**config.mk**
```make
export PLATFORM = sky130hd
export DESIGN_NAME = frtc_top
export DESIGN_NICKNAME = d
export VERILOG_FILES = /design/src/common/frtc_pkg.sv /design/src/rtl/frtc_top.sv
export SDC_FILE = /design/constraint.sdc
export NUM_CORES = 1
export LEC_CHECK = 0
export BUFFER_PORTS_ARGS = -buffer_cell sky130_fd_sc_hd__buf_2
export CORE_MARGIN = 2
export CORE_UTILIZATION = 50
export DETAILED_ROUTE_END_ITERATION = 10
export PLACE_DENSITY_LB_ADDON = 0.2
export SYNTH_ARGS = -nofsm -noshare
export SYNTH_HDL_FRONTEND = slang
export SYNTH_SLANG_ARGS = --single-unit
```
**constraint.sdc**
```tcl
create_clock -name clk_sys_i -period 1.88 [get_ports clk_sys_i]
set_clock_uncertainty 0.05 [all_clocks]
set_input_delay 0.188 -clock clk_sys_i [delete_from_list [all_inputs] [get_ports clk_sys_i]]
set_output_delay 0.188 -clock clk_sys_i [all_outputs]
set_load 0.05 [all_outputs]
```
**src/common/frtc_pkg.sv**
```systemverilog
// Constants, register map and carrier types of the free-running timer counter.
// Assumes a single 100 MHz system clock and a plain strobe-based register port.
// Functional notes
// Counter advances once per timer clock, CPU clock divided by 2, 4 or 8.
// Two read-only byte pairs show the count; mirror low read keeps overflow flag.
// Any write to counter or mirror low byte forces the count to FFFCh.
// Reset loads FFFCh in every mode; it is the only reload value.
// Both clock select bits set picks the external count input.
// External mode counts only on the edge chosen by the polarity bit.
// External count updates are synchronised to the falling CPU clock edge; the code uses the rising clk_sys_i edge.
// External clock must allow four CPU falling edges between active edges.
// High byte read first captures the matching low byte into a buffer.
// Buffered low byte stays frozen until low read, despite repeated high reads.
// After a completed sequence, a lone low read returns the live low byte.
// Rollover from FFFFh to 0000h sets the overflow flag in every mode.
// Overflow interrupt needs its enable set and global mask clear; else pending.
// Flag clears after status read while set, then counter low access.
// Wait mode leaves the counter running.
// Halt stops the counter; interrupt wake resumes, reset wake restarts.
package frtc_pkg;

  localparam int ADDR_W = 4;
  localparam int DATA_W = 8;

  // ****************************************
  // Register offsets
  // ****************************************
  localparam logic [3:0] ADDR_COUNTER_HIGH = 4'h0;
  localparam logic [3:0] ADDR_COUNTER_LOW = 4'h1;
  localparam logic [3:0] ADDR_MIRROR_HIGH = 4'h2;
  localparam logic [3:0] ADDR_MIRROR_LOW = 4'h3;
  localparam logic [3:0] ADDR_FIRST_CTRL = 4'h4;
  localparam logic [3:0] ADDR_SECOND_CTRL = 4'h5;
  localparam logic [3:0] ADDR_STATUS = 4'h6;
  localparam logic [3:0] ADDR_IRQ_STATUS = 4'h7;
  localparam logic [3:0] ADDR_IRQ_ENABLE = 4'h8;
  localparam logic [3:0] ADDR_IRQ_CLEAR = 4'h9;

  // ****************************************
  // Field positions
  // ****************************************
  localparam int FIRST_CTRL_OVF_IE_BIT = 5;
  localparam int SECOND_CTRL_CC_LO = 2;
  localparam int SECOND_CTRL_EDGE_BIT = 0;
  localparam int STATUS_OVF_BIT = 5;
  localparam int IRQ_OVF_BIT = 0;

  // ****************************************
  // Reset values and counts
  // ****************************************
  localparam logic [15:0] COUNT_RESET = 16'hfffc;
  localparam logic [15:0] COUNT_MAX = 16'hffff;
  localparam logic [7:0] FIRST_CTRL_RESET = 8'h00;
  localparam logic [7:0] SECOND_CTRL_RESET = 8'h00;
  localparam logic [1:0] CC_DIV2 = 2'h0;
  localparam logic [1:0] CC_DIV4 = 2'h1;
  localparam logic [1:0] CC_DIV8 = 2'h2;
  localparam logic [1:0] CC_EXT = 2'h3;
  localparam logic [2:0] PRESC_W_MAX = 3'h7;

  typedef struct packed {
    logic [ADDR_W-1:0] addr;
    logic [DATA_W-1:0] wdata;
    logic wr;
    logic rd;
  } frtc_bus_req_t;

  typedef enum logic [1:0] {
    FRTC_PWR_RUN,
    FRTC_PWR_WAIT,
    FRTC_PWR_HALT
  } frtc_pwr_t;

endpackage : frtc_pkg

```
**src/rtl/frtc_top.sv**
```systemverilog
// Free-running 16-bit timer counter with prescaler, external clock and overflow flag.
// Assumes a processor on the same clock driving one-cycle read and write strobes.
//
// Decided for this implementation: the register offsets and the plain strobed port.
`timescale 1ns/10ps
module frtc_top
  import frtc_pkg::*;
(
  // Clock and reset
  input wire logic clk_sys_i,
  input wire logic reset_n_i,
  // Register port
  input wire logic [ADDR_W-1:0] reg_addr_i,
  input wire logic [DATA_W-1:0] reg_wdata_i,
  input wire logic reg_wr_i,
  input wire logic reg_rd_i,
  output logic [DATA_W-1:0] reg_rdata_o,
  // Core and power
  input wire logic global_irq_mask_i,
  input wire logic halt_i,
  // External count pin
  input wire logic external_count_input_i,
  // Outputs to timer functions
  output logic [15:0] count_o,
  output logic timer_tick_o,
  output logic timer_irq_o,
  output logic irq_o
);

  // ****************************************
  // Reset synchroniser
  // ****************************************
  logic rst_meta_ff;
  logic rst_sync_ff;
  always_ff @(posedge clk_sys_i or negedge reset_n_i) begin
    if (!reset_n_i) begin
      rst_meta_ff <= 1'b0;
      rst_sync_ff <= 1'b0;
    end else begin
      rst_meta_ff <= 1'b1;
      rst_sync_ff <= rst_meta_ff;
    end
  end
  wire rst_n = rst_sync_ff;

  frtc_bus_req_t req;
  assign req = '{addr: reg_addr_i, wdata: reg_wdata_i, wr: reg_wr_i, rd: reg_rd_i};

  // ****************************************
  // Control registers
  // ****************************************
  logic [7:0] first_control_reg_ff;
  logic [7:0] second_control_reg_ff;
  always_ff @(posedge clk_sys_i or negedge rst_n) begin
    if (!rst_n) begin
      first_control_reg_ff <= FIRST_CTRL_RESET;
      second_control_reg_ff <= SECOND_CTRL_RESET;
    end else if (req.wr) begin
      if (req.addr == ADDR_FIRST_CTRL) begin
        first_control_reg_ff <= req.wdata;
      end
      if (req.addr == ADDR_SECOND_CTRL) begin
        second_control_reg_ff <= req.wdata;
      end
    end
  end
  wire overflow_irq_enable = first_control_reg_ff[FIRST_CTRL_OVF_IE_BIT];
  wire [1:0] clock_select_bits = second_control_reg_ff[SECOND_CTRL_CC_LO+:2];
  wire ext_edge_polarity = second_control_reg_ff[SECOND_CTRL_EDGE_BIT];

  // ****************************************
  // Prescaler
  // ****************************************
  logic [2:0] presc_ff;
  logic [2:0] presc_mask;
  always_comb begin
    case (clock_select_bits)
      CC_DIV2: presc_mask = 3'h1;
      CC_DIV4: presc_mask = 3'h3;
      CC_DIV8: presc_mask = PRESC_W_MAX;
      default: presc_mask = PRESC_W_MAX;
    endcase
  end
  // prescaler held in halt
  always_ff @(posedge clk_sys_i or negedge rst_n) begin
    if (!rst_n) begin
      presc_ff <= 3'h0;
    end else if (!halt_i) begin
      presc_ff <= presc_ff + 3'h1;
    end
  end
  // divide by 2, 4 or 8
  wire int_tick = ((presc_ff & presc_mask) == presc_mask) && !halt_i;

  // ****************************************
  // External count input
  // ****************************************
  logic ext_meta_ff;
  logic ext_sync_ff;
  logic ext_prev_ff;
  always_ff @(posedge clk_sys_i or negedge rst_n) begin
    if (!rst_n) begin
      ext_meta_ff <= 1'b0;
      ext_sync_ff <= 1'b0;
      ext_prev_ff <= 1'b0;
    end else begin
      ext_meta_ff <= external_count_input_i;
      ext_sync_ff <= ext_meta_ff;
      ext_prev_ff <= ext_sync_ff;
    end
  end
  // edge chosen by polarity bit
  wire ext_edge = ext_edge_polarity ? (ext_sync_ff && !ext_prev_ff) : (!ext_sync_ff && ext_prev_ff);
  // both select bits pick external
  wire use_ext = (clock_select_bits == CC_EXT);
  // synchronised to system clock; pin must be slow
  wire tick = use_ext ? (ext_edge && !halt_i) : int_tick;

  // ****************************************
  // Counter
  // ****************************************
  logic [15:0] count_ff;
  wire low_wr = req.wr && (req.addr == ADDR_COUNTER_LOW || req.addr == ADDR_MIRROR_LOW);
  wire rollover = tick && (count_ff == COUNT_MAX) && !low_wr;
  // counts in wait, R16 holds in halt
  always_ff @(posedge clk_sys_i or negedge rst_n) begin
    if (!rst_n) begin
      // reset count
      count_ff <= COUNT_RESET;
    end else if (low_wr) begin
      // low write reloads
      count_ff <= COUNT_RESET;
    end else if (tick) begin
      // advance
      count_ff <= count_ff + 16'h0001;
    end
  end
  assign count_o = count_ff;
  assign timer_tick_o = tick;

  // ****************************************
  // Latched 16-bit read
  // ****************************************
  logic [7:0] low_buf_ff;
  logic buf_valid_ff;
  wire hi_rd = req.rd && (req.addr == ADDR_COUNTER_HIGH || req.addr == ADDR_MIRROR_HIGH);
  wire lo_rd = req.rd && (req.addr == ADDR_COUNTER_LOW || req.addr == ADDR_MIRROR_LOW);
  always_ff @(posedge clk_sys_i or negedge rst_n) begin
    if (!rst_n) begin
      low_buf_ff <= 8'h00;
      buf_valid_ff <= 1'b0;
    end else if (hi_rd && !buf_valid_ff) begin
      // capture low on high read
      low_buf_ff <= count_ff[7:0];
      buf_valid_ff <= 1'b1;
    end else if (lo_rd) begin
      // sequence done
      buf_valid_ff <= 1'b0;
    end
  end

  // ****************************************
  // Overflow flag
  // ****************************************
  logic overflow_flag_ff;
  logic clr_armed_ff;
  wire sr_rd = req.rd && (req.addr == ADDR_STATUS);
  wire clr_access = (req.rd || req.wr) && (req.addr == ADDR_COUNTER_LOW);
  always_ff @(posedge clk_sys_i or negedge rst_n) begin
    if (!rst_n) begin
      overflow_flag_ff <= 1'b0;
      clr_armed_ff <= 1'b0;
    end else begin
      if (rollover) begin
        // set on rollover, wins over clear
        overflow_flag_ff <= 1'b1;
      end else if (clr_armed_ff && clr_access) begin
        // second step clears
        overflow_flag_ff <= 1'b0;
      end
      // first step arms, R2 mirror never clears
      if (sr_rd && overflow_flag_ff) begin
        clr_armed_ff <= 1'b1;
      end else if (clr_access || !overflow_flag_ff) begin
        clr_armed_ff <= 1'b0;
      end
    end
  end
  // pending until enable and mask allow
  assign timer_irq_o = overflow_flag_ff && overflow_irq_enable && !global_irq_mask_i;

  // ****************************************
  // Sticky event status
  // ****************************************
  logic irq_status_ff;
  logic irq_enable_ff;
  wire irq_clr = req.wr && (req.addr == ADDR_IRQ_CLEAR) && req.wdata[IRQ_OVF_BIT];
  always_ff @(posedge clk_sys_i or negedge rst_n) begin
    if (!rst_n) begin
      irq_status_ff <= 1'b0;
      irq_enable_ff <= 1'b0;
    end else begin
      if (rollover) begin
        irq_status_ff <= 1'b1;
      end else if (irq_clr) begin
        irq_status_ff <= 1'b0;
      end
      if (req.wr && req.addr == ADDR_IRQ_ENABLE) begin
        irq_enable_ff <= req.wdata[IRQ_OVF_BIT];
      end
    end
  end
  assign irq_o = irq_status_ff && irq_enable_ff;

  // ****************************************
  // Read data
  // ****************************************
  logic [7:0] nxt_rdata;
  logic [7:0] rdata_ff;
  always_comb begin
    nxt_rdata = 8'h00;
    case (req.addr)
      // both views show the count
      ADDR_COUNTER_HIGH: nxt_rdata = count_ff[15:8];
      ADDR_MIRROR_HIGH: nxt_rdata = count_ff[15:8];
      // frozen buffer until low read
      ADDR_COUNTER_LOW: nxt_rdata = buf_valid_ff ? low_buf_ff : count_ff[7:0];
      ADDR_MIRROR_LOW: nxt_rdata = buf_valid_ff ? low_buf_ff : count_ff[7:0];
      ADDR_FIRST_CTRL: nxt_rdata = first_control_reg_ff;
      ADDR_SECOND_CTRL: nxt_rdata = second_control_reg_ff;
      ADDR_STATUS: nxt_rdata = 8'(overflow_flag_ff) << STATUS_OVF_BIT;
      ADDR_IRQ_STATUS: nxt_rdata = 8'(irq_status_ff) << IRQ_OVF_BIT;
      ADDR_IRQ_ENABLE: nxt_rdata = 8'(irq_enable_ff) << IRQ_OVF_BIT;
      default: nxt_rdata = 8'h00;
    endcase
  end
  always_ff @(posedge clk_sys_i or negedge rst_n) begin
    if (!rst_n) begin
      rdata_ff <= 8'h00;
    end else if (req.rd) begin
      rdata_ff <= nxt_rdata;
    end else begin
      rdata_ff <= 8'h00;
    end
  end
  assign reg_rdata_o = rdata_ff;

endmodule : frtc_top

```
# Yosys cells after proc, flatten, opt, wreduce, memory -nomap -nowiden
# Cells that the tools add are included.
# W data, S select, Z words.
# op_classes
n_eq_ne	13
shifts	0
bitwise	1
mul	0
n_lt_le_gt_ge	0
n_addsub	2
n_mux	16
div_mod_pow	0
reduce_logical	42
# op_table
op	count
$pmux W8 S7	1
$mux W16	2
$logic_and A1 B1 Y1	20
$add A16 B1 Y16 const B	1
$eq A16 B16 Y1 const B	1
$eq A4 B3 Y1 const B	4
$mux W8	2
$mux W1	10
$reduce_bool A2 Y1	5
$eq A4 B2 Y1 const B	2
$eq A4 B4 Y1 const B	2
$logic_not A1 Y1	7
$pmux W3 S2	1
$eq A4 B1 Y1 const B	1
$logic_not A4 Y1	1
$logic_or A1 B1 Y1	4
$reduce_and A2 Y1	2
$reduce_or A2 Y1	2
$add A3 B1 Y3 const B	1
$and A3 B3 Y3	1
$eq A3 B3 Y1	1
$eq A2 B1 Y1 const B	1
$eq A2 B2 Y1 const B	1
$logic_not A2 Y1	1
# word_totals
in_bits	19
mem_count	0
romBits	0
regBits	61
word_cells	90
ram_bits	0
output_inout_bits	27
latch_bits	0

# Longest topological paths before layout
# depth
depth_word	9
ltp_mapped	6
mapped_depth_nobuf	4

# Least setup slack after synthesis
# OpenSTA, ideal clock, no wires.
# synth_path
path_type	reg-to-reg
start	register count_ff[2], in the netlist count_o[2]
end	register count_ff[15], in the netlist count_o[15]
path_buffers	1
path_stages_with_launch	6
required_ns	1.748
arrival_ns	1.727
setup_time_ns	0.082
synth_period_minus_slack_ns	1.859
slack_ns	0.021
path_cell_list	dfstp_2 -> and4_1 -> buf_2 -> nand2_1 -> a211oi_1 -> mux2_2
# synth_via
elab_chain_cells	3
# synth_lines
item	line	source
start: declaration	frtc_top.sv:122	logic [15:0] count_ff;
start signal: assignment	frtc_top.sv:135	count_ff <= count_ff + 16'h0001;
$add A16 B1 Y16	frtc_top.sv:135	
$mux W16	frtc_top.sv:133	end else if (tick) begin
$mux W16	frtc_top.sv:130	end else if (low_wr) begin
# Every way passes these cells. The select of a mux whose other input is x is not followed.
# A chain may end at the register's enable or synchronous reset.

# Final worst setup path
# layout_path
start	register presc_ff[1]
end	output port timer_tick_o
# layout_via
elab_chain_cells	4
# layout_lines
item	line	source
start: declaration	frtc_top.sv:74	logic [2:0] presc_ff;
start signal: assignment	frtc_top.sv:89	presc_ff <= presc_ff + 3'h1;
$and A3 B3 Y3	frtc_top.sv:93	wire int_tick = ((presc_ff & presc_mask) == presc_mask) && !halt_i;
$eq A3 B3 Y1	frtc_top.sv:93	
$logic_and A1 B1 Y1	frtc_top.sv:93	
$mux W1	frtc_top.sv:117	wire tick = use_ext ? (ext_edge && !halt_i) : int_tick;
end: declaration	frtc_top.sv:25	output logic timer_tick_o,
# Every way passes these cells.

==> results_dict.tcl <==
set metrics [dict create \
    outcome "completed" \
    cp_slowest_stage_delay_ns 0.39 \
    path_clk_slew_ns 0.07 \
    die_w_um 82.9 \
    finalMaxSlewViolations 0 \
    arrival_ns 1.63 \
    crit_path_end_kind "output pin" \
    synth-compound-area-share_pct 10.9 \
    ir_drop_uv 1030 \
    multi_input_area_um2 1510 \
    netlist_area_um2 3110 \
    overflow 0 \
    critical_path_required_ns 1.64 \
    nFillCells 488 \
    min_path_type "input port to flop" \
    gp_congestion 0.879 \
    synth_xor_xnor_area_share_pct 0.563 \
    via_per_inst 5.84 \
    mostFrequentLayoutCells "dfrtp_1 (45), buf_2 (45), mux2_2 (34)" \
    synth_fp_nets 292 \
    finalHoldViolCount 0 \
    yosys.area_share.simple_pct 18.3 \
    critPathLaunchType "flop" \
    place_ws_ns 0.129 \
    area_growth_pct 24.2 \
    ys_types 53 \
    htree_levels 3 \
    worstRegToRegCells 6 \
    grt_setup_unrepaired "true" \
    grt_max_degree 41 \
    drive_above_1_share_pct 44.2 \
    yosysTopAreaCell "dfrtp_1" \
    dr.pass1.iters 6 \
    period_minus_slack_ns 1.87 \
    holdWs_ns 0.0120 \
    synth_fa_ha_area_share_pct 0.804 \
    synth_top_area_share_pct 37.8 \
    critPathSlowestCell "dfrtp_1" \
    synth_area_leaders "dfrtp_1 (38%), mux2_2 (12%), dfstp_2 (12%)" \
    port_buffers 45 \
    clock_latency_ns 0.35 \
    synth_flop_cell "dfrtp_1" \
    coreArea_um2 5960 \
    cp_num_buf_inv 2 \
    synth_top_family_by_area "simple AND/OR/NAND/NOR gates" \
    first_global_vias 2382 \
    crit_chain "and3b_2, o311ai_4, buf_6, nand2_4, buf_8" \
    fin_crit_sh_pct 99.3 \
    synth-seq-cells 61 \
    utilization_pct 64.9 \
    wl_um 7490 \
    antenna_found_initial 0 \
    cts_tree "yes" \
    synth-edff-count 0 \
    io_pins 46 \
    yosysSeqAreaShare_pct 49.6 \
    worstPathMaxFanout 5 \
    wl_per_cell_um 17.6 \
    root_buffer "clkbuf_8" \
    drtIter0Drc 205 \
    hpwl_um 5140 \
    syn-instance-count 271 \
    initial_core_util_pct 52.3 \
    maxCapViolations 0 \
    die_y_um 82.9 \
    timing.rr.start "second_control_reg_ff[3]$_DFFE_PN0P_" \
    register_area_um2 1550 \
    holdPathEnd "presc_ff[0]$_DFFE_PN0N_" \
    vias 2489 \
    numClockSinks 61 \
    crit_type "flop to output pin" \
    drc 0 \
    grt_pass1_wl_um 12200 \
    syn_avg_cell_area_um2 11.5 \
    setup_viol 0 \
    p_per_area_nw_per_um2 1450 \
    cts_buffers 9 \
    ys_warn_count 0 \
    ant_nets 0 \
    max_freq_mhz 536 \
    min-delay-start "halt_i" \
    final.setup.worst_slack_ns 0.0133 \
    diodes 0 \
    p_leak_nw 1.63 \
    grt_util_all_layers_pct 22.2 \
    clock_path_buffers 2 \
    path_delay_family "flip-flops" \
    async_flop_share_pct 100 \
    placementRows 28 \
    die_area_um2 6870 \
    hold_path_depth 2 \
    rrSetupSlack_ns 0.08 \
    regToRegEndpoint "overflow_flag_ff$_DFFE_PN0P_" \
    nets 367 \
    muxShareOfSynthArea_pct 16.8 \
]
[cell families after synthesis]
family	Yosys count
AND/OR/NAND/NOR	93
flip-flops	61
multiplexers	48
AO/OA/AOI/OAI	47
buffers and inverters	17
adder cells (fa/ha/maj)	2
XOR/XNOR	2
other	1
[how the worst max path moves through the flow]
stage                                         startpoint                      end  cells after the start
floorplan                         count_o[2]$_DFFE_PN1P_  count_o[15]$_DFFE_PN1P_                      5
finish                           presc_ff[1]$_DFFE_PN0N_             timer_tick_o                      5
global route                     presc_ff[1]$_DFFE_PN0N_             timer_tick_o                      5
detailed placement  second_control_reg_ff[2]$_DFFE_PN0P_  count_o[15]$_DFFE_PN1P_                      5
global placement                  count_o[3]$_DFFE_PN1P_  count_o[15]$_DFFE_PN1P_                      4
CTS                              presc_ff[1]$_DFFE_PN0N_             timer_tick_o                      5
[report_power, final]
group          switching, mW  total [mW]  internal, mW
clock                  0.560        1.18         0.615
sequential             0.398        2.18          1.78
combinational           1.33        2.25         0.921
[routing by layer]
layer | wire (um) | global-route usage (%)
met1 | 3390 | 32.2
met2 | 3480 | 33.8
met3 | 446 | 3.48
met4 | 166 | 8.49
met5 | 0 | 0
[area by class of cell]
| type | instances | share of cell area (%) |
|---|---|---|
| repair buffers | 78 | 13.1 |
| multi-input cells | 193 | 39.1 |
| inverters | 3 | 0.291 |
| clock buffers | 9 | 3.20 |
| well taps | 75 | 2.43 |
| clock inverters | 7 | 1.94 |
| flip-flops and latches | 61 | 40.0 |
[registers in the layout (all words and copies together), names as in the netlist, 3 cells and up]
| register | flops |
|---|---|
| count_o | 16 |
| low_buf_ff | 8 |
| presc_ff | 3 |
| first_control_reg_ff | 8 |
| second_control_reg_ff | 8 |
| reg_rdata_o | 8 |
[timing repair]
action                                  in CTS  in global routing
setup buffers                                3                  7
resized for setup                            6                  8
hold buffers                                 2                  0
pin swaps                                    2                  5
endpoints found under the setup margin       1                  2
endpoints found under the hold margin        3                  0
cloned                                       0                  1
[through the flow]
stage	cells	TNS, ns	cell area (um^2)	power, mW
after floorplan	271	0	3110	3.66
after global placement	397	0	3520	4.21
after detailed placement	397	0	3520	4.27
after CTS	418	0	3790	5.49
after global routing	426	-0.0315	3870	5.89
final	426	0	3870	5.61
[cells in the mapped netlist, drive strengths merged, types with 6 or more instances]
library cell / n
dfrtp: 47
mux2: 34
a21oi: 21
nand2: 21
and2: 16
nor2: 16
dfstp: 14
mux2i: 14
buf: 11
nand3: 8
a222oi: 7
nand4: 6
o21ai: 6
No activity file was read; power rests on OpenSTA's default activity.
